**src/cmoc_pkg.sv**
```systemverilog
// Constants, types and reset state for the cell monitor operation control.
// Assumes a single 25 MHz clock and an AXI4-Lite master on the same clock.
// Operation
// (RL1) Stay idle after reset until a request.
// (RL2) Standard run: six cell voltages plus temperature.
// (RL3) Calibration shorts each channel input to itself.
// (RL4) Completion sets result ready and interrupt.
// (RL5) Burst read returns all seven results.
// (RL6) Select a channel, then read its result.
// (RL7) No new start while completion unacknowledged.
// (RL8) Status read acknowledges and drops interrupt.
// (RL9) Writing no operation aborts, no flag raised.
// (RL10) Operation state: running, aborted, ended, none.
// (RL11) One discharge bit per cell channel.
// (RL12) Timer counts on internal 50 kHz tick.
// (RL13) Timer elapse interrupts unless masked.
// (RL14) Timer off after reset; runs when enabled.
// (RL15) Shorter period below count restarts timer.
// (RL16) Timer restart bit clears; runs only enabled.
// (RL17) Host masks timer interrupt on chained devices.
// (RL18) Voltages below threshold raise masked interrupt.
// (RL19) Threshold resets to the 1.5 V code.
// (RL20) Status read clears; rearm after leaving undervoltage.
// (RL21) Request field: 1 starts, 0 stops.
// (RL22) Mode: 00 all, 01 voltages, 1X temperature.
// (RL23) Timer flag and interrupt hold until status read.
package cmoc_pkg;
   localparam int AXI_AW = 12; // Byte address width of the register bus
   // Register indices, byte address is four times the index
   localparam logic [7:0] IDX_CTRL = 8'h01;
   localparam logic [7:0] IDX_OPER = 8'h02;
   localparam logic [7:0] IDX_OPSTAT = 8'h03;
   localparam logic [7:0] IDX_RSTR = 8'h04;
   localparam logic [7:0] IDX_MASK = 8'h05;
   localparam logic [7:0] IDX_STATUS = 8'h06;
   localparam logic [7:0] IDX_UDVSTAT = 8'h08;
   localparam logic [7:0] IDX_DISCH = 8'h09;
   localparam logic [7:0] IDX_RDSEL = 8'h0A;
   localparam logic [7:0] IDX_LFT = 8'h0B;
   localparam logic [7:0] IDX_THRESH = 8'h10;
   localparam logic [7:0] IDX_SINGLE = 8'h11;
   localparam logic [7:0] IDX_BURST = 8'h7F; // Four words from here
   localparam int BURST_WORDS = 4;
   // Field positions
   localparam int CTRL_LFT_EN = 3;
   localparam int OPER_RQ = 0;
   localparam int OPER_VM = 1; // Two bits
   localparam int OPER_TM = 3;
   localparam int OPER_OM = 4; // Two bits
   localparam int RSTR_LFT = 0;
   localparam int STAT_RDY = 0;
   localparam int STAT_LFT = 1;
   localparam int STAT_UDV = 2;
   localparam logic [7:0] IRQ_SRC = 8'h07;
   // Reset values and codes
   localparam logic [7:0] OPER_RESET = 8'h02;
   localparam logic [1:0] VM_CAL = 2'h0;
   localparam logic [1:0] OM_VOLT = 2'h1;
   localparam logic [2:0] CH_TEMP = 3'h6;
   localparam logic [2:0] CH_LAST_V = 3'h5;
   localparam logic [1:0] RESP_OKAY = 2'h0;
   localparam logic [1:0] RESP_SLVERR = 2'h2;
   // Undervoltage default of 1500 mV at 1000 uV per code
   localparam int UDV_DEFAULT_MV = 1500;
   localparam int ADC_LSB_UV = 1000;
   localparam logic [15:0] THRESH_RESET =
      16'(UDV_DEFAULT_MV * 1000 / ADC_LSB_UV);
   // Timer tick: 20000 ns oscillator period over a 40 ns clock
   localparam int OSC_PERIOD_NS = 20000;
   localparam int CLK_PERIOD_NS = 40;
   localparam int TICK_CYCLES = OSC_PERIOD_NS / CLK_PERIOD_NS;
   typedef enum logic [1:0]
   {
      OPS_NONE = 2'h0, OPS_RUN = 2'h1, OPS_ABORT = 2'h2, OPS_END = 2'h3
   } cmoc_ops_e;
   typedef enum logic [1:0]
   {
      SQ_IDLE = 2'h0, SQ_CONV = 2'h1, SQ_DONE = 2'h3
   } cmoc_seq_e;
   // Request to the converter front end
   typedef struct packed {
      logic req;      // Held until acknowledged
      logic [2:0] chan; // 0..5 cells, 6 temperature
      logic cal;      // Inputs shorted for offset measurement
      logic temp_sel; // Second temperature input
   } cmoc_adc_s;
   // All state of the block
   typedef struct packed {
      logic awready;
      logic wready;
      logic aw_got;
      logic w_got;
      logic [AXI_AW-1:0] awaddr;
      logic [31:0] wdata;
      logic [3:0] wstrb;
      logic bvalid;
      logic [1:0] bresp;
      logic arready;
      logic rvalid;
      logic [1:0] rresp;
      logic [31:0] rdata;
      logic [7:0] ctrl;
      logic [7:0] oper;
      cmoc_ops_e op_state;
      logic [7:0] irq_mask;
      logic [7:0] status;
      logic [5:0] udv_chan;
      logic armed;
      logic [5:0] disch;
      logic [2:0] rdsel;
      logic [7:0] lft_period;
      logic [7:0] lft_cnt;
      logic [9:0] pre_cnt;
      logic [15:0] thresh;
      logic [6:0][15:0] res;
      cmoc_seq_e seq;
      logic [1:0] mode;
      cmoc_adc_s adc;
      logic irq;
   } cmoc_state_s;
   // State after reset
   function automatic cmoc_state_s state_reset();
      cmoc_state_s r;
      r = '0;
      r.awready = 1'b1;
      r.wready = 1'b1;
      r.arready = 1'b1;
      r.oper = OPER_RESET;
      r.armed = 1'b1;
      r.thresh = THRESH_RESET;
      r.seq = SQ_IDLE;
      r.op_state = OPS_NONE;
      return r;
   endfunction : state_reset
endpackage : cmoc_pkg

```
**src/cmoc_top.sv**
```systemverilog
// Operation control with AXI4-Lite register slave, sequencer, timer.
// Assumes the converter front end and the bus master share clk.
//
// Design decisions made here: register access over AXI4-Lite and the address map.
`timescale 1ns/100ps
module cmoc_top #(
   parameter int TICK_CYCLES = cmoc_pkg::TICK_CYCLES
) (
   input wire logic clk,
   input wire logic rst_n,
   input wire logic ce,
   input wire logic [cmoc_pkg::AXI_AW-1:0] s_axi_awaddr,
   input wire logic s_axi_awvalid,
   output logic s_axi_awready,
   input wire logic [31:0] s_axi_wdata,
   input wire logic [3:0] s_axi_wstrb,
   input wire logic s_axi_wvalid,
   output logic s_axi_wready,
   output logic [1:0] s_axi_bresp,
   output logic s_axi_bvalid,
   input wire logic s_axi_bready,
   input wire logic [cmoc_pkg::AXI_AW-1:0] s_axi_araddr,
   input wire logic s_axi_arvalid,
   output logic s_axi_arready,
   output logic [31:0] s_axi_rdata,
   output logic [1:0] s_axi_rresp,
   output logic s_axi_rvalid,
   input wire logic s_axi_rready,
   output cmoc_pkg::cmoc_adc_s adc,
   input wire logic adc_ack,
   input wire logic [15:0] adc_data,
   output logic [5:0] discharge,
   output logic irq
);
   // Tick divider must fit its ten-bit counter
   if (TICK_CYCLES < 2 || TICK_CYCLES > 1024)
   begin : g_bad_tick
      $error("TICK_CYCLES out of range");
   end
   localparam logic [9:0] TICK_LAST = 10'(TICK_CYCLES - 1);

   cmoc_pkg::cmoc_state_s s; // Registered state
   cmoc_pkg::cmoc_state_s next_s; // Next state
   logic rd_hs; // Read address taken
   logic do_wr; // Write executes this cycle
   logic stat_rd; // Status read this cycle
   logic wr_oper; // Operation register written
   logic wr_lft; // Timer period written
   logic wr_rstr; // Reset register written
   logic [7:0] wbyte; // Low write byte
   logic [5:0] under; // Cells below threshold

   // Byte address of a register index
   function automatic logic hit(input logic [cmoc_pkg::AXI_AW-1:0] a,
                                input logic [7:0] idx);
      hit = (a == cmoc_pkg::AXI_AW'({idx, 2'b00}));
   endfunction : hit

   // Merge a write byte under its strobe
   function automatic logic [7:0] merge(input logic [7:0] old,
                                        input logic [7:0] val,
                                        input logic en);
      merge = en ? val : old;
   endfunction : merge

   // Cells whose result lies under the threshold
   function automatic logic [5:0] below(input logic [6:0][15:0] r,
                                        input logic [15:0] t);
      logic [5:0] m;
      m = '0;
      for (int i = 0; i < 6; i++)
      begin
         m[i] = (r[i] < t);
      end
      below = m;
   endfunction : below

   // Next state of the whole block
   always_comb
   begin
      next_s = s;
      wbyte = s.wdata[7:0];
      rd_hs = s.arready && s_axi_arvalid;
      do_wr = s.aw_got && s.w_got && !s.bvalid;
      stat_rd = rd_hs && hit(s_axi_araddr, cmoc_pkg::IDX_STATUS);
      wr_oper = 1'b0;
      wr_lft = 1'b0;
      wr_rstr = 1'b0;
      under = below(s.res, s.thresh);
      // Capture write address and data in either order
      if (s.awready && s_axi_awvalid)
      begin
         next_s.awaddr = s_axi_awaddr;
         next_s.aw_got = 1'b1;
         next_s.awready = 1'b0;
      end
      if (s.wready && s_axi_wvalid)
      begin
         next_s.wdata = s_axi_wdata;
         next_s.wstrb = s_axi_wstrb;
         next_s.w_got = 1'b1;
         next_s.wready = 1'b0;
      end
      // Write decode once both halves are held
      if (do_wr)
      begin
         next_s.aw_got = 1'b0;
         next_s.w_got = 1'b0;
         next_s.bvalid = 1'b1;
         next_s.bresp = cmoc_pkg::RESP_OKAY;
         if (hit(s.awaddr, cmoc_pkg::IDX_CTRL))
         begin
            next_s.ctrl = merge(s.ctrl, wbyte, s.wstrb[0]);
         end
         else if (hit(s.awaddr, cmoc_pkg::IDX_OPER))
         begin
            wr_oper = s.wstrb[0];
         end
         else if (hit(s.awaddr, cmoc_pkg::IDX_RSTR))
         begin
            wr_rstr = s.wstrb[0];
         end
         else if (hit(s.awaddr, cmoc_pkg::IDX_MASK))
         begin
            next_s.irq_mask = merge(s.irq_mask, wbyte, s.wstrb[0]);
         end
         else if (hit(s.awaddr, cmoc_pkg::IDX_DISCH))
         begin
            // Each cell has its own balancing bit
            if (s.wstrb[0])
            begin
               next_s.disch = wbyte[5:0]; // RL11
            end
         end
         else if (hit(s.awaddr, cmoc_pkg::IDX_RDSEL))
         begin
            if (s.wstrb[0])
            begin
               next_s.rdsel = wbyte[2:0]; // RL6
            end
         end
         else if (hit(s.awaddr, cmoc_pkg::IDX_LFT))
         begin
            wr_lft = s.wstrb[0];
            next_s.lft_period = merge(s.lft_period, wbyte, s.wstrb[0]);
         end
         else if (hit(s.awaddr, cmoc_pkg::IDX_THRESH))
         begin
            next_s.thresh[7:0] = merge(s.thresh[7:0], wbyte, s.wstrb[0]);
            next_s.thresh[15:8] = merge(s.thresh[15:8], s.wdata[15:8],
                                        s.wstrb[1]);
         end
         else
         begin
            // Read-only or unmapped
            next_s.bresp = cmoc_pkg::RESP_SLVERR;
         end
      end
      // Write response taken, accept the next write
      if (s.bvalid && s_axi_bready)
      begin
         next_s.bvalid = 1'b0;
         next_s.awready = 1'b1;
         next_s.wready = 1'b1;
      end
      // Read decode at the address handshake
      if (rd_hs)
      begin
         next_s.arready = 1'b0;
         next_s.rvalid = 1'b1;
         next_s.rresp = cmoc_pkg::RESP_OKAY;
         next_s.rdata = '0;
         if (hit(s_axi_araddr, cmoc_pkg::IDX_CTRL))
         begin
            next_s.rdata[7:0] = s.ctrl;
         end
         else if (hit(s_axi_araddr, cmoc_pkg::IDX_OPER))
         begin
            next_s.rdata[7:0] = s.oper;
         end
         else if (hit(s_axi_araddr, cmoc_pkg::IDX_OPSTAT))
         begin
            next_s.rdata[1:0] = s.op_state; // RL10
         end
         else if (hit(s_axi_araddr, cmoc_pkg::IDX_MASK))
         begin
            next_s.rdata[7:0] = s.irq_mask;
         end
         else if (stat_rd)
         begin
            // Reading acknowledges every flag
            next_s.rdata[7:0] = s.status;
            next_s.status = '0; // RL8 RL20 RL23
         end
         else if (hit(s_axi_araddr, cmoc_pkg::IDX_UDVSTAT))
         begin
            next_s.rdata[5:0] = s.udv_chan;
         end
         else if (hit(s_axi_araddr, cmoc_pkg::IDX_DISCH))
         begin
            next_s.rdata[5:0] = s.disch;
         end
         else if (hit(s_axi_araddr, cmoc_pkg::IDX_RDSEL))
         begin
            next_s.rdata[2:0] = s.rdsel;
         end
         else if (hit(s_axi_araddr, cmoc_pkg::IDX_LFT))
         begin
            next_s.rdata[7:0] = s.lft_period;
         end
         else if (hit(s_axi_araddr, cmoc_pkg::IDX_THRESH))
         begin
            next_s.rdata[15:0] = s.thresh;
         end
         else if (hit(s_axi_araddr, cmoc_pkg::IDX_SINGLE))
         begin
            // Selected channel; codes above six read zero
            if (s.rdsel <= cmoc_pkg::CH_TEMP)
            begin
               next_s.rdata[15:0] = s.res[s.rdsel]; // RL6
            end
         end
         else
         begin
            next_s.rresp = cmoc_pkg::RESP_SLVERR;
            // Burst words: two results per word except the last, which holds only the temperature; lower channel low
            for (int w = 0; w < cmoc_pkg::BURST_WORDS; w++)
            begin
               if (hit(s_axi_araddr, 8'(cmoc_pkg::IDX_BURST + w)))
               begin
                  next_s.rresp = cmoc_pkg::RESP_OKAY;
                  next_s.rdata[15:0] = s.res[2 * w]; // RL5
                  if (w < 3)
                  begin
                     next_s.rdata[31:16] = s.res[2 * w + 1]; // RL5
                  end
               end
            end
         end
      end
      // Read data taken
      if (s.rvalid && s_axi_rready)
      begin
         next_s.rvalid = 1'b0;
         next_s.arready = 1'b1;
      end
      // Operation request, start or abort
      if (wr_oper)
      begin
         next_s.oper = wbyte;
         if (!wbyte[cmoc_pkg::OPER_RQ])
         begin
            if (s.seq != cmoc_pkg::SQ_IDLE)
            begin
               // Abort drops the run without any flag
               next_s.seq = cmoc_pkg::SQ_IDLE; // RL9 RL21
               next_s.adc.req = 1'b0;
               next_s.op_state = cmoc_pkg::OPS_ABORT;
            end
            else
            begin
               next_s.op_state = cmoc_pkg::OPS_NONE; // RL21
            end
         end
         else if (s.seq == cmoc_pkg::SQ_IDLE &&
                  !s.status[cmoc_pkg::STAT_RDY])
         begin
            // Start only once the last result is acknowledged
            next_s.seq = cmoc_pkg::SQ_CONV; // RL1 RL7 RL21
            next_s.op_state = cmoc_pkg::OPS_RUN;
            next_s.mode = wbyte[cmoc_pkg::OPER_OM +: 2];
            next_s.adc.req = 1'b1;
            next_s.adc.chan = wbyte[cmoc_pkg::OPER_OM + 1] ?
                              cmoc_pkg::CH_TEMP : 3'h0; // RL22
            next_s.adc.cal = (wbyte[cmoc_pkg::OPER_VM +: 2] ==
                              cmoc_pkg::VM_CAL); // RL3
            next_s.adc.temp_sel = wbyte[cmoc_pkg::OPER_TM]; // RL2
         end
      end
      else
      begin
         case (s.seq)
            cmoc_pkg::SQ_CONV:
            begin
               // Store each result, step through the channels
               if (adc_ack)
               begin
                  next_s.res[s.adc.chan] = adc_data; // RL2
                  if (s.adc.chan == cmoc_pkg::CH_TEMP ||
                      (s.mode == cmoc_pkg::OM_VOLT &&
                       s.adc.chan == cmoc_pkg::CH_LAST_V))
                  begin
                     next_s.seq = cmoc_pkg::SQ_DONE; // RL22
                     next_s.adc.req = 1'b0;
                  end
                  else
                  begin
                     next_s.adc.chan = s.adc.chan + 3'h1;
                  end
               end
            end
            cmoc_pkg::SQ_DONE:
            begin
               // End of run: flag ready, check undervoltage unless temperature only
               next_s.seq = cmoc_pkg::SQ_IDLE;
               next_s.op_state = cmoc_pkg::OPS_END;
               next_s.status[cmoc_pkg::STAT_RDY] = 1'b1; // RL4
               if (!s.mode[1])
               begin
                  next_s.udv_chan = under; // RL18
                  if (under == 6'h00)
                  begin
                     next_s.armed = 1'b1; // RL20
                  end
                  else if (s.armed)
                  begin
                     next_s.status[cmoc_pkg::STAT_UDV] = 1'b1; // RL18
                     next_s.armed = 1'b0; // RL20
                  end
               end
            end
            default:
            begin
               next_s.seq = cmoc_pkg::SQ_IDLE; // RL1
            end
         endcase
      end
      // Low frequency timer on the 50 kHz tick
      if (wr_rstr && wbyte[cmoc_pkg::RSTR_LFT])
      begin
         next_s.lft_cnt = '0; // RL16
         next_s.pre_cnt = '0;
      end
      else if (wr_lft && wbyte < s.lft_cnt)
      begin
         next_s.lft_cnt = '0; // RL15
      end
      else if (s.ctrl[cmoc_pkg::CTRL_LFT_EN])
      begin
         // Runs only while enabled
         if (s.pre_cnt == TICK_LAST)
         begin
            next_s.pre_cnt = '0; // RL12
            if (s.lft_cnt >= s.lft_period)
            begin
               next_s.lft_cnt = '0;
               next_s.status[cmoc_pkg::STAT_LFT] = 1'b1; // RL13 RL23
            end
            else
            begin
               next_s.lft_cnt = s.lft_cnt + 8'h01;
            end
         end
         else
         begin
            next_s.pre_cnt = s.pre_cnt + 10'h001; // RL14
         end
      end
      // Unmasked flags drive the interrupt
      next_s.irq = |(next_s.status & ~next_s.irq_mask &
                     cmoc_pkg::IRQ_SRC); // RL8 RL13 RL18
   end

   // State register, frozen while ce is low
   always_ff @(posedge clk or negedge rst_n)
   begin
      if (!rst_n)
      begin
         s <= cmoc_pkg::state_reset(); // RL1 RL14 RL19
      end
      else if (ce)
      begin
         s <= next_s;
      end
   end

   // Outputs straight from the state register
   assign s_axi_awready = s.awready;
   assign s_axi_wready = s.wready;
   assign s_axi_bresp = s.bresp;
   assign s_axi_bvalid = s.bvalid;
   assign s_axi_arready = s.arready;
   assign s_axi_rdata = s.rdata;
   assign s_axi_rresp = s.rresp;
   assign s_axi_rvalid = s.rvalid;
   assign adc = s.adc;
   assign discharge = s.disch;
   assign irq = s.irq;

   // Converter busy only during a run
   a_conv_running: assert property (@(posedge clk) disable iff (!rst_n)
      s.adc.req |-> s.op_state == cmoc_pkg::OPS_RUN) // RL1
      else $error("converter busy outside a run");
   // End of run flags result ready
   a_done_ready: assert property (@(posedge clk) disable iff (!rst_n)
      (ce && s.seq == cmoc_pkg::SQ_DONE && !wr_oper) |=>
      s.status[cmoc_pkg::STAT_RDY] && s.op_state == cmoc_pkg::OPS_END) // RL4
      else $error("result ready not raised");
   // Unacknowledged result blocks a start
   a_start_block: assert property (@(posedge clk) disable iff (!rst_n)
      (ce && s.seq == cmoc_pkg::SQ_IDLE && s.status[cmoc_pkg::STAT_RDY]
       && !stat_rd) |=> s.seq == cmoc_pkg::SQ_IDLE) // RL7
      else $error("start while unacknowledged");
   // Status read acknowledges
   a_ack_clears: assert property (@(posedge clk) disable iff (!rst_n)
      (ce && stat_rd && s.seq != cmoc_pkg::SQ_DONE) |=>
      !s.status[cmoc_pkg::STAT_RDY] && !s.status[cmoc_pkg::STAT_UDV])
      // RL8
      else $error("status read left a flag");
   // Abort leaves no flag
   a_abort_run: assert property (@(posedge clk) disable iff (!rst_n)
      (ce && wr_oper && !wbyte[cmoc_pkg::OPER_RQ] &&
       s.seq != cmoc_pkg::SQ_IDLE && !s.status[cmoc_pkg::STAT_RDY]) |=>
      s.seq == cmoc_pkg::SQ_IDLE && s.op_state == cmoc_pkg::OPS_ABORT
      && !s.status[cmoc_pkg::STAT_RDY] ##1 !s.status[cmoc_pkg::STAT_RDY])
      // RL9
      else $error("abort misbehaved");
   // Interrupt is the masked flag set
   a_irq_gate: assert property (@(posedge clk) disable iff (!rst_n)
      irq == |(s.status & ~s.irq_mask & cmoc_pkg::IRQ_SRC)) // RL13
      else $error("interrupt does not match flags");
   // Disabled timer holds its count
   a_lft_hold: assert property (@(posedge clk) disable iff (!rst_n)
      (ce && !s.ctrl[cmoc_pkg::CTRL_LFT_EN]) |=>
      (s.lft_cnt == $past(s.lft_cnt) || s.lft_cnt == 8'h00)) // RL14
      else $error("disabled timer moved");
   // Shorter period restarts the count
   a_lft_period: assert property (@(posedge clk) disable iff (!rst_n)
      (ce && wr_lft && wbyte < s.lft_cnt) |=> s.lft_cnt == 8'h00) // RL15
      else $error("period write did not restart");
   // Restart bit clears the timer
   a_lft_restart: assert property (@(posedge clk) disable iff (!rst_n)
      (ce && wr_rstr && wbyte[cmoc_pkg::RSTR_LFT]) |=>
      s.lft_cnt == 8'h00 && s.pre_cnt == 10'h000) // RL16
      else $error("timer restart failed");
   // Disarmed undervoltage raises no flag
   a_udv_rearm: assert property (@(posedge clk) disable iff (!rst_n)
      (ce && s.seq == cmoc_pkg::SQ_DONE && !s.armed && !wr_oper &&
       !s.status[cmoc_pkg::STAT_UDV]) |=>
      !s.status[cmoc_pkg::STAT_UDV]) // RL20
      else $error("undervoltage flag without rearm");
endmodule : cmoc_top

```
**config.mk**
```make
export PLATFORM = sky130hd
export DESIGN_NAME = cmoc_top
export DESIGN_NICKNAME = d
export VERILOG_FILES = /design/src/cmoc_pkg.sv /design/src/cmoc_top.sv
export SDC_FILE = /design/constraint.sdc
export NUM_CORES = 1
export LEC_CHECK = 0
export ABC_AREA = 1
export BUFFER_PORTS_ARGS = -buffer_cell sky130_fd_sc_hd__buf_2
export CAP_MARGIN = 20
export CORE_UTILIZATION = 30
export DETAILED_ROUTE_END_ITERATION = 10
export GPL_ROUTABILITY_DRIVEN = 0
export PLACE_DENSITY = 0.48
export SLEW_MARGIN = 30
export SYNTH_ARGS = -nofsm -noshare
export SYNTH_HDL_FRONTEND = slang
export SYNTH_SLANG_ARGS = --single-unit
export TNS_END_PERCENT = 50
```
**constraint.sdc**
```tcl
create_clock -name clk -period 2.3 [get_ports clk]
set_input_delay 0.46 -clock clk [delete_from_list [all_inputs] [get_ports clk]]
set_output_delay 0.46 -clock clk [all_outputs]
set_load 0.005 [all_outputs]
```
[After elaboration in Yosys (flattened, before gate mapping)]
Cells that the tools add are included.
Operators by class
  bitwise gates (word level): 11
  order comparisons: 12
  reductions and logical operators: 60
  multiplexer cells: 140
  add/sub/neg operators: 3
  equality and inequality tests: 37
Operator list (count)
  $mux 31: 9
  $mux 16: 16
  $mux 8: 23
  $mux 26: 5
  $bwmux 112: 1
  $mux 34: 3
  $lt 16x16->1: 6
  $eq 12x6->1 const B: 7
  $mux 28: 3
  $mux 18: 4
  $bmux 16 s3: 1
  $demux 16 s3: 1
  $eq 12x5->1 const B: 4
  $mux 2: 24
  $eq 12x10->1 const B: 3
  $eq 12x4->1 const B: 3
  $eq 12x7->1 const B: 3
  $mux 36: 1
  $mux 1: 34
  $mux 32: 1
  $mux 10: 3
  $eq 12x3->1 const B: 2
  $reduce_bool 2->1: 12
  $reduce_and 11->1: 2
  other kinds (40): 92
Storage, ports and cells
  output and inout port bits: 54
  register bits after elaboration: 288
  input port bits: 85
  logic and storage cells: 304

[Depth between registers and ports, before layout]
Gate-level depths: netlist of run 1.
  word-level depth: 38
  depth in mapped cells: 20
  mapped depth without buffers: 20

[Least setup slack after synthesis of run 1]
OpenSTA, ideal clock, no wires.
  kind: input port to flip-flop
  start: in s_axi_araddr[9] (netlist bit)
  end: reg s (netlist bit s_axi_rdata[6])
  stages: 13
  data required time: 2184 ps
  library setup time: 116 ps
  data arrival time: 1782 ps
  path slack: 402 ps
  path buffers: 2
  path through: inv_1 > nor2_1 > nand2_1 > nor2_8 > nand3_4 > buf_6 > buf_6 > o221ai_1 > o211ai_1 > nand2_1 > nand4_1 > nand2_1 > nand2_1
On the way
  cells in the longest elaborated chain, start to end: 36
  elaborated cells between the ends (all ways): 51
  those cells by class: eq/ne: 15; mux: 35; reduce/logical: 1
RTL lines
  start: declaration: RTL line cmoc_top.sv:22  | input wire logic [cmoc_pkg::AXI_AW-1:0] s_axi_araddr,
  $eq 12x9->1: RTL line cmoc_top.sv:56  | hit = (a == cmoc_pkg::AXI_AW'({idx, 2'b00}));
  $mux 34 (3 in a row): RTL line cmoc_top.sv:229  | if (hit(s_axi_araddr, 8'(cmoc_pkg::IDX_BURST + w)))
  $mux 16: RTL line cmoc_top.sv:229
  $mux 16: RTL line cmoc_top.sv:215  | else if (hit(s_axi_araddr, cmoc_pkg::IDX_SINGLE))
  $mux 16: RTL line cmoc_top.sv:211  | else if (hit(s_axi_araddr, cmoc_pkg::IDX_THRESH))
  $mux 16: RTL line cmoc_top.sv:207  | else if (hit(s_axi_araddr, cmoc_pkg::IDX_LFT))
  $mux 16: RTL line cmoc_top.sv:203  | else if (hit(s_axi_araddr, cmoc_pkg::IDX_RDSEL))
  $mux 16: RTL line cmoc_top.sv:199  | else if (hit(s_axi_araddr, cmoc_pkg::IDX_DISCH))
  (+18 left out)
  $mux 28: RTL line cmoc_top.sv:199
  $mux 28: RTL line cmoc_top.sv:195  | else if (hit(s_axi_araddr, cmoc_pkg::IDX_UDVSTAT))
  $mux 28: RTL line cmoc_top.sv:167  | if (rd_hs)
  $mux 8: RTL line cmoc_top.sv:189  | else if (stat_rd)
  $mux 8: RTL line cmoc_top.sv:185  | else if (hit(s_axi_araddr, cmoc_pkg::IDX_MASK))
  $mux 32: RTL line cmoc_top.sv:181  | else if (hit(s_axi_araddr, cmoc_pkg::IDX_OPSTAT))
  $mux 8: RTL line cmoc_top.sv:177  | else if (hit(s_axi_araddr, cmoc_pkg::IDX_OPER))
  $mux 8 (*): RTL line cmoc_top.sv:173  | if (hit(s_axi_araddr, cmoc_pkg::IDX_CTRL))
  end signal: assignment: RTL line cmoc_top.sv:369  | s <= cmoc_pkg::state_reset();
  end signal: assignment: RTL line cmoc_top.sv:373  | s <= next_s;
  end: declaration: RTL line cmoc_top.sv:42  | cmoc_pkg::cmoc_state_s s;
Every way passes the cells marked *; elsewhere a longest branch is shown, timed or not. The select of a mux whose other input is x is not followed.
A chain may end at the register's enable or synchronous reset.

[Final worst setup path of run 1]
  start: reg s[125] (netlist bit)
  end: reg s (netlist bit irq)
On the way
  cells in the longest elaborated chain, start to end: 8
  elaborated cells between the ends (all ways): 13
  those cells by class: order compare: 6; mux: 4; bitwise: 1; reduce/logical: 2
RTL lines
  $lt 16x16->1: RTL line cmoc_top.sv:73  | m[i] = (r[i] < t);
  $logic_not 6->1 (*): RTL line cmoc_top.sv:311  | if (under == 6'h00)
  $mux 1 (*): RTL line cmoc_top.sv:311
  $mux 1 (*): RTL line cmoc_top.sv:308  | if (!s.mode[1])
  $mux 1 (*): RTL line cmoc_top.sv:282  | case (s.seq)
  $mux 1 (*): RTL line cmoc_top.sv:248  | if (wr_oper)
  $and 3x3->3 (*): RTL line cmoc_top.sv:360  | next_s.irq = |(next_s.status & ~next_s.irq_mask &
  $reduce_or 3->1 (*): RTL line cmoc_top.sv:360
Every way passes the cells marked *; elsewhere a longest branch is shown, timed or not.

==> impl_metrics.csv, run 1 <==
group,metric,value,unit
run_status,outcome,"finished with violations",
run_status,violations,"negative setup slack",
detailed_routing,vias,16064,
yosys,synth_seq_cells,281,
grt,grt_usage,21.09,%
floorplan,start_util,30.41,%
yosys,yosysMostFrequentCell,"nand2_1",
detailed_routing,drt_iter0_drc,1233,
timing,holdWs,0.1138,ns
yosys,syn_area,17540,um^2
yosys,synth.top_cell.area_share,38.37,%
cells_and_area,stdcell_area,21810,um^2
timing,fin_crit_sh,102.8,%
yosys,async_reset_ff_share,100.0,%
min_path,hold_class,"input pin to flop",
timing,fin_skew,0.02407,ns
placed_design,dp_cells,3161,
worst_setup_path,end_kind,"flop",
yosys,synth_cell_types,66,
timing,setup_ws,-0.06546,ns
yosys,yosysSeqAreaShare,40.17,%
cells_and_area,multi_input_area,8979,um^2
pwr,seqPwrFrac,42.3,%
timing,setup_viol,1,
worst_setup_path,worst_r2r_startpoint,"s[125]",
grt,grt_pass1_vias,16061,
min_path,min_from,"s_axi_wdata[11]",
detailed_routing,drc_errors,0,
cells_and_area,antenna_cells,0,
grt,antenna_found_initial,0,
grt,overflow,0,
floorplan,dieArea,59450,um^2
worst_setup_path,crit_required,2.75,ns
detailed_routing,routedWlPerCell,19.23,um
pwr,cellLeakagePower,10.71,nW
grt,grt_pass1_wl,96350,um
yosys,synth_ff_type,"dfrtp_1",
timing,relSlewSlack,56.36,%
cells_and_area,final_nets,2644,
timing,rsz0062_at_grt,"true",
floorplan,io_pins,139,
placed_design,hpwl,47210,um
floorplan,core_area,57700,um^2
clocking,path_clk_slew,0.06,ns
pwr,p_per_area,619.5,nW/um^2
detailed_routing,ant_nets,0,
timing,period_needed,2.365,ns
run,maxCapViolCount,0,
yosys,yosysTopAreaCell,"dfrtp_1",
placed_design,io_buffers,118,
worst_setup_path,crit_path_max_fanout,6,
yosys,syn_inst,2172,
cells_and_area,fill_cells,6067,
floorplan,placementRows,88,
clocking,cts_tree,"done",
yosys,yosysWarnings,0,
clocking,cts_buffers,36,
cells_and_area,post-route-util,37.81,%
worst_setup_path,startpoint_type,"flop",
yosys,syn_area_per_cell,8.077,um^2
worst_setup_path,reg2regPathDepth,18,
cells_and_area,final_cells,3241,
floorplan,die_w,243.8,um
worst_setup_path,worstReg2RegEnd,"irq",
detailed_routing,wl,62340,um
placed_design,placed_cell_area,20220,um^2
grt,grt_max_degree,74,
pwr,swShare,30.24,%
timing,maxSlewViolCount,0,
clocking,cts_max_level,2,
cells_and_area,drive_above_1_share,26.45,%
cells_and_area,register_area,7048,um^2
timing,fmaxAchievable,0.4228,GHz
timing,tns,-0.06546,ns
timing,hold_viol_final,0,
worst_setup_path,path_class,"flop to flop",
pwr,internal-power,9.428,mW
detailed_routing,first_pass_iters,7,
pwr,clkPwrFrac,42.4,%
cells_and_area,areaGrowthSynthToFinish,24.33,%
yosys,yosys-top-cells-area,"dfrtp_1 (38%), nand2_1 (10%), ha_1 (7.8%)",
worst_setup_path,r2r_slack,-0.07,ns
min_path,hold_depth,3,
min_path,hold_path_end,"s[269]",
yosys,synth_edf_count,0,
clocking,cts_buffer_depth,3,
clocking,cts.sinks,281,
floorplan,die_h,243.8,um
timing,tightest_slew,0.6546,ns
pwr,ir_worst_vdd,467.2,uV
pwr,p_comb_share,15.3,%
placed_design,dp_slack,-0.3681,ns
clocking,cts-root-buf,"clkbuf_16",
pwr,power.switching,4.086,mW
yosys,synthTopCellsByCount,"nand2_1 (466), dfrtp_1 (269), o21ai_0 (263)",
worst_setup_path,worst_ep_arrival_time,2.82,ns
clocking,insertion_delay,0.56,ns
pwr,finalPower,13.51,mW
detailed_routing,via_per_inst,4.956,
## placed cells by master, fill, tap and decap left out, drive strengths merged, types with 5 or more instances in the layout
cell / netlist / final
a21oi: 113 / 113
a22o: 6 / 6
buf: 87 / 356
clkbuf: 32 / 53
clkinv: 3 / 13
dfrtp: 269 / 269
dfstp: 12 / 12
ha: 110 / 110
inv: 255 / 253
mux2: 9 / 9
nand2: 532 / 532
nand3: 87 / 87
nand3b: 5 / 5
nand4: 32 / 32
nor2: 123 / 123
nor3: 31 / 31
nor4: 6 / 6
o2111ai: 13 / 13
o211ai: 18 / 18
o21a: 12 / 12
o21ai: 339 / 339
o221ai: 10 / 10
o22ai: 32 / 32
xor2: 7 / 7
## kinds of logic after synthesis
family                   Yosys count  share of synthesized area, %
multiplexers                      10                        0.6347
buffers and inverters            377                         10.01
flip-flops                       281                         40.17
AO/OA/AOI/OAI                    562                         18.71
XOR/XNOR                           8                        0.3994
other                              1                       0.02137
AND/OR/NAND/NOR                  823                         22.22
adder cells (fa/ha/maj)          110                         7.845
## power by group through the flow
stage	Clock (mW)	Sequential [mW]	Combinational, mW
after CTS	5.86	5.70	2.07
after detailed placement	0	5.79	2.04
after floorplan	0	5.67	1.12
after global routing	6.06	5.76	2.34
after global placement	0	5.78	2.01
final	5.73	5.71	2.07
## per-layer routing
layer,vias up,track usage (%),routed length (um)
li1,7818,-,-
met5,-,0,0
met4,0,7.960,2245
met1,7653,28.00,27910
met2,472,34.74,29010
met3,121,2.820,3166
## worst max path at each step
stage                               start              to  depth (start not counted)
after floorplan           s_axi_araddr[9]  s_axi_rdata[6]                         13
after global placement             s[291]          s[129]                         10
final                              s[125]             irq                         18
after CTS                          s[130]             irq                         15
after global routing               s[130]             irq                         17
after detailed placement           s[138]             irq                         16
## timing repair
item,in CTS,in global routing
gates cloned,0,1
buffers inserted,2,11
endpoints found under the setup margin,8,53
hold buffers,1,0
pin swaps,5,22
hold endpoints to repair,28,0
gates resized for setup,27,48
## registers in the layout (all words and copies together), names as in the netlist
register	cells
s_axi_awready	1
s_axi_rdata	32
irq	1
s_axi_arready	1
adc	6
s_axi_rresp	1
s_axi_bresp	1
s_axi_bvalid	1
discharge	6
s_axi_rvalid	1
s	229
s_axi_wready	1
## worst max-delay path: stages (launching register included)
cell and delay (ns):
dfstp_2 0.54, clkinvlp_4 0.17, buf_6 0.17, ha_1 0.26, nand3_1 0.08, nand2_1 0.12
nand2_1 0.07, nand2_1 0.06, nand2_1 0.05, nand2_2 0.10, nand2_2 0.07, nor2_4 0.11
nand2_2 0.09, nand2_2 0.07, nand2_2 0.07, nand2_1 0.06, nand3_1 0.06, nand2_1 0.07
inv_1 0.04
## area by class of cell
class	count	share of cell area, %
sequential	281	32.31
clock inverter	12	0.4531
multi-input combinational	1515	41.16
tap	765	4.388
timing repair buffer	357	12.15
clock buffer	53	4.985
inverter	258	4.554
(Power assumes the default switching activity.)
==> run 2: changes to the inputs <==
--- a/config.mk
+++ b/config.mk
@@ -8,12 +8,12 @@
 export ABC_AREA = 1
 export BUFFER_PORTS_ARGS = -buffer_cell sky130_fd_sc_hd__buf_2
 export CAP_MARGIN = 20
-export CORE_UTILIZATION = 30
+export CORE_UTILIZATION = 55
 export DETAILED_ROUTE_END_ITERATION = 10
 export GPL_ROUTABILITY_DRIVEN = 0
-export PLACE_DENSITY = 0.48
+export PLACE_DENSITY = 0.76
 export SLEW_MARGIN = 30
 export SYNTH_ARGS = -nofsm -noshare
 export SYNTH_HDL_FRONTEND = slang
 export SYNTH_SLANG_ARGS = --single-unit
-export TNS_END_PERCENT = 50
+export TNS_END_PERCENT = 100
==> run 2 against run 1 <==
Compared with the run above: die area down 45%; combinational power rose by 10%; critical endpoint unchanged; utilization grew 28 points; largest power group is now sequential cells; the run still ends with negative setup slack left; clock power fell by 8.9%; flip-flop and latch count is the same.
==> impl_metrics.csv, run 2 (synthesized netlist as in run 1, its figures left out) <==
group,metric,value,unit
run_status,violations,"negative setup slack",
worst_setup_path,slowest_stage,"dfstp_2",
timing,relSlewSlack,61.17,%
pwr,internal-power,9.186,mW
pwr,power.switching,3.972,mW
detailed_routing,drt_iter0_drc,1988,
timing,hold_viol_final,0,
detailed_routing,drc_errors,0,
min_path,hold_path_end,"s[273]",
floorplan,die_h,180.6,um
detailed_routing,first_pass_iters,6,
worst_setup_path,worstReg2RegEnd,"irq",
cells_and_area,final_nets,2556,
floorplan,placementRows,65,
worst_setup_path,path_class,"flop to flop",
clocking,cts-root-buf,"clkbuf_16",
cells_and_area,mostFrequentLayoutCells,"nand2_1 (443), dfrtp_1 (267), o21ai_0 (258)",
placed_design,hpwl,39330,um
worst_setup_path,end_kind,"flop",
grt,grt_pass1_vias,16064,
detailed_routing,routedWlPerCell,19.77,um
clocking,cts_tree,"done",
worst_setup_path,path_cells,"clkinvlp_4, buf_12, ha_4, nand2_1, o21a_1, nand2_2, nand2_2, nand2_2, nand2_2, nor2_4, nand2_2, nand2_1, nand2_1, nand2_1, nand3_1, nand2_1, inv_1",
grt,globalRoute.busiestLayer,"met2",
floorplan,core_area,31470,um^2
grt,grt_util_met1,41.80,%
clocking,cts_buffer_depth,3,
worst_setup_path,r2r_slack,-0.02,ns
pwr,clkPwrFrac,39.7,%
cells_and_area,final_common_cell,"nand2_1",
timing,fin_skew,0.01421,ns
worst_setup_path,startpoint_type,"flop",
grt,grt_usage,33.08,%
placed_design,io_buffers,118,
cells_and_area,top_register,"s",
pwr,finalPower,13.16,mW
pwr,seqPwrFrac,43.0,%
timing,fin_crit_sh,101.0,%
cells_and_area,areaGrowthSynthToFinish,18.83,%
cells_and_area,post-route-util,66.24,%
timing,period_needed,2.323,ns
detailed_routing,vias,16626,
worst_setup_path,crit_required,2.79,ns
grt,antenna_found_initial,1,
worst_setup_path,worst_ep_arrival_time,2.81,ns
min_path,hold_class,"input pin to flop",
clocking,path_clk_slew,0.06,ns
run_status,outcome,"finished with violations",
pwr,p_per_area,631.1,nW/um^2
pwr,cellLeakagePower,10.19,nW
clocking,cts.sinks,281,
cells_and_area,register_area,7049,um^2
worst_setup_path,cp_slowest_stage_delay,0.56,ns
floorplan,start_util,55.74,%
grt,grt_pass1_wl,84930,um
cells_and_area,fill_cells,2485,
cells_and_area,antenna_cells,0,
pwr,p_comb_share,17.3,%
cells_and_area,stdcell_area,20850,um^2
detailed_routing,via_per_inst,5.963,
grt,overflow,0,
clocking,cts_max_level,1,
detailed_routing,ant_nets,0,
worst_setup_path,crit_path_max_fanout,7,
worst_setup_path,reg2regPathDepth,17,
clocking,cts_buffers,31,
grt,use_met2,53.27,%
pwr,ir_worst_vdd,974.2,uV
timing,tightest_slew,0.5776,ns
floorplan,die_w,180.6,um
cells_and_area,multi_input_area,9123,um^2
placed_design,placed_cell_area,19040,um^2
worst_setup_path,worst_r2r_startpoint,"s[130]",
cells_and_area,drive_above_1_share,24.39,%
timing,setup_ws,-0.02302,ns
grt,grt_max_degree,56,
min_path,min_from,"s_axi_wdata[15]",
cells_and_area,largest_register_ff_count,229,
timing,maxSlewViolCount,0,
run,maxCapViolCount,0,
floorplan,io_pins,139,
timing,rsz0062_at_grt,"true",
min_path,hold_depth,3,
timing,holdWs,0.05591,ns
floorplan,dieArea,32620,um^2
timing,fmaxAchievable,0.4305,GHz
pwr,swShare,30.19,%
grt,grt_util_met3,6.326,%
timing,setup_viol,2,
clocking,insertion_delay,0.60,ns
detailed_routing,wl,55130,um
placed_design,dp_slack,-0.09007,ns
run 2: layout make-up:
class,instances,area share [%]
multi-input cells,1515,43.76
flip-flops and latches,281,33.81
repair buffers,273,10.05
inverters,258,4.801
clock buffers,44,4.339
well taps,402,2.413
clock inverters,14,0.7982
repair inverters,1,0.03601
run 2: worst max-delay path: cells and delay by family, from the launching register on:
| kind | cells | cell delay (ns) |
|---|---|---|
| simple gates | 12 | 0.88 |
| flops | 1 | 0.56 |
| buf+inv | 3 | 0.31 |
| compound gates | 1 | 0.20 |
| fa+ha+maj | 1 | 0.27 |
run 2: repair_timing:
action	in CTS	in global routing
pin swaps	0	36
setup endpoints to repair	2	98
gates cloned	0	6
gates resized for setup	14	75
hold buffers	1	0
setup buffers	1	19
hold endpoints to repair	47	0
run 2: worst max-delay path by stage:
stage / from / to / slack (ns) / cells after the start
2_1_floorplan: s_axi_araddr[9] / s_axi_rdata[6] / 0.40 / 13
3_3_place_gp: s_axi_araddr[11] / s_axi_rdata[5] / -0.06 / 15
3_5_place_dp: s_axi_araddr[11] / s_axi_rdata[6] / -0.09 / 11
4_1_cts: s[130] / irq / -0.01 / 17
5_1_grt: s[130] / irq / -0.17 / 18
6_report: s[130] / irq / -0.02 / 17
run 2: per-layer routing:
layer  routed length [um]  share of wire (%)
met1                21500                 39
met2                24930                 45
met3                 5172                9.4
met4                 3514                6.4
met5                   13              0.024
run 2: power by group through the flow:
stage	Sequential, mW	Clock (mW)	Combinational [mW]
floorplan	5.67	0	1.12
global placement	5.70	0	2.02
detailed placement	5.72	0	2.08
CTS	5.64	5.26	2.12
global route	5.70	5.45	2.50
finish	5.66	5.22	2.28
run 2: metrics by stage:
stage	std cells	setup TNS, ns
after global routing	2788	-0.9573
after CTS	2764	-0.01392
final	2788	-0.02518
after floorplan	2173	0
after detailed placement	2704	-0.4977
after global placement	2704	-0.2493
==> run 3: changes to the inputs <==
--- a/config.mk
+++ b/config.mk
@@ -11,7 +11,7 @@
 export CORE_UTILIZATION = 55
 export DETAILED_ROUTE_END_ITERATION = 10
 export GPL_ROUTABILITY_DRIVEN = 0
-export PLACE_DENSITY = 0.76
+export PLACE_DENSITY_LB_ADDON = 0.3
 export SLEW_MARGIN = 30
 export SYNTH_ARGS = -nofsm -noshare
 export SYNTH_HDL_FRONTEND = slang
==> run 3 against run 2 <==
Compared with the run above: the run now ends clean; clock power down 9.4%; worst hold slack better by 0.026 ns; critical endpoint unchanged; utilization down 0.72 points; final area down 1.1%; non-clock buffer count down 9; wire length down 2.7%; flip-flop and latch count unchanged; critical path depth unchanged; first-iteration DRC count down 16%; setup slack better by 0.031 ns; largest cell class unchanged; highest routed layer unchanged; total power down 4.6%.
==> impl_metrics.csv, run 3 (synthesized netlist as in run 1, its figures left out) <==
group,metric,value,unit
run_status,outcome,"finished clean",
timing,fin_crit_sh,99.66,%
timing,relSlewSlack,57.88,%
clocking,cts_buffers,30,
timing,holdWs,0.08172,ns
grt,overflow,0,
grt,grt_pass1_vias,15934,
placed_design,io_buffers,118,
detailed_routing,first_pass_iters,8,
cells_and_area,areaGrowthSynthToFinish,17.54,%
floorplan,die_h,180.6,um
floorplan,core_area,31470,um^2
worst_setup_path,crit_required,2.77,ns
cells_and_area,top_register,"s",
worst_setup_path,startpoint_type,"flop",
cells_and_area,drive_above_1_share,23.80,%
worst_setup_path,crit_path_max_fanout,6,
clocking,insertion_delay,0.58,ns
timing,maxSlewViolCount,0,
pwr,cellLeakagePower,10.06,nW
timing,fin_skew,0.01424,ns
detailed_routing,routedWlPerCell,19.31,um
clocking,cts_tree,"done",
floorplan,dieArea,32620,um^2
worst_setup_path,path_class,"flop to flop",
detailed_routing,drc_errors,0,
detailed_routing,drt_iter0_drc,1669,
worst_setup_path,end_kind,"flop",
cells_and_area,fill_cells,2544,
timing,rsz0062_at_grt,"true",
timing,hold_viol_final,0,
cells_and_area,final_nets,2545,
min_path,hold_class,"input pin to flop",
grt,grt_pass1_wl,83750,um
cells_and_area,final_common_cell,"nand2_1",
clocking,cts-root-buf,"clkbuf_16",
detailed_routing,wl,53640,um
floorplan,io_pins,139,
clocking,cts_buffer_depth,3,
timing,setup_viol,0,
placed_design,placed_cell_area,19040,um^2
placed_design,hpwl,39020,um
pwr,p_per_area,608.5,nW/um^2
floorplan,start_util,55.74,%
pwr,ir_worst_vdd,641.5,uV
clocking,cts_max_level,1,
cells_and_area,stdcell_area,20620,um^2
grt,antenna_found_initial,3,
detailed_routing,vias,16396,
detailed_routing,ant_nets,0,
floorplan,die_w,180.6,um
floorplan,placementRows,65,
cells_and_area,mostFrequentLayoutCells,"nand2_1 (446), dfrtp_1 (268), o21ai_0 (261)",
worst_setup_path,worst_ep_arrival_time,2.76,ns
detailed_routing,via_per_inst,5.902,
clocking,cts.sinks,281,
timing,fmaxAchievable,0.4362,GHz
clocking,path_clk_slew,0.06,ns
grt,grt_max_degree,55,
grt,grt_usage,32.60,%
run,maxCapViolCount,0,
timing,period_needed,2.292,ns
cells_and_area,largest_register_ff_count,229,
timing,tightest_slew,0.6311,ns
==> run 3: cell count changes in the layout (fill, tap and decap cells not counted), moves of 3 or more <==
cell and change:
o21ai_1 -5, o21ai_0 +3, clkbuf_16 -4, clkbuf_8 -6, nand2_1 +3, clkbuf_1 +6, nand2_2 -5
==> run 3: worst max-delay path, cell delays in order (launching register included) <==
cell	delay, ns
dfstp_2	0.55
clkinvlp_4	0.10
buf_12	0.16
ha_1	0.27
nand2_1	0.06
o21a_1	0.20
nand2_2	0.08
nand2_1	0.06
nand2_2	0.09
nand2_2	0.07
nor2_4	0.08
nand2_2	0.08
nand2_1	0.06
nand2_1	0.07
nand2_1	0.06
nand3_1	0.06
nand2_1	0.07
inv_1	0.04
==> run 3: layout make-up <==
| type | count | area (um^2) | share of cell area (%) |
|---|---|---|---|
| diodes | 2 | 5.005 | 0.02427 |
| clock buffers | 43 | 819.5 | 3.974 |
| clock inverters | 13 | 131.4 | 0.6371 |
| inverters | 258 | 997.2 | 4.836 |
| multi-input cells | 1515 | 9170 | 44.47 |
| flip-flops and latches | 281 | 7048 | 34.18 |
| well taps | 402 | 503.0 | 2.439 |
| repair buffers | 264 | 1948 | 9.447 |
==> run 3: power breakdown <==
group | total (mW) | switching [mW] | leakage [nW] | internal, mW
clock | 4.73 | 2.03 | 0.464 | 2.70
sequential | 5.71 | 0.358 | 3.66 | 5.35
combinational | 2.11 | 1.44 | 5.94 | 0.669
total | 12.5 | 3.83 | 10.1 | 8.72
==> run 3: metrics by stage <==
stage / setup slack, ns / total power [mW] / std cells / utilization [%] / setup TNS (ns)
floorplan: 0.4016 / 6.787 / 2173 / - / 0
global placement: -0.1013 / 7.601 / 2702 / 60.50 / -0.1328
detailed placement: -0.1006 / 7.671 / 2702 / 60.50 / -0.3275
CTS: 0.006444 / 12.42 / 2761 / 63.95 / 0
global route: -0.1257 / 13.06 / 2778 / 65.52 / -0.6437
finish: 0.007722 / 12.55 / 2778 / 65.52 / 0
==> run 3: routing by layer <==
layer	share of wire [%]	global-route usage, %	vias up
met1	40	41.90	7640
met5	0.035	0	-
met4	7.0	20.34	2
li1	-	-	7615
met3	8.7	5.538	241
met2	45	51.43	898
==> run 3: worst paths after layout <==
kind	endpoint	from	depth (start not counted)	slack [ns]
worst min register to register	s_axi_awready	s_axi_awready	2	0.48
worst max register to register	irq	s[129]	17	0.008
worst min-delay path	s[270]	s_axi_wdata[12]	3	0.08
min in group asynchronous	s_axi_rdata[19]	rst_n	2	0.42
max in group asynchronous	s[269]	rst_n	3	1.10
worst max-delay path	irq	s[129]	17	0.008
==> run 3: repair_timing <==
action	CTS	global route
endpoints found under the setup margin	7	40
hold endpoints to repair	44	0
pin swaps	1	27
buffers inserted	2	15
cloned	0	2
hold buffers	1	0
resized for setup	19	70
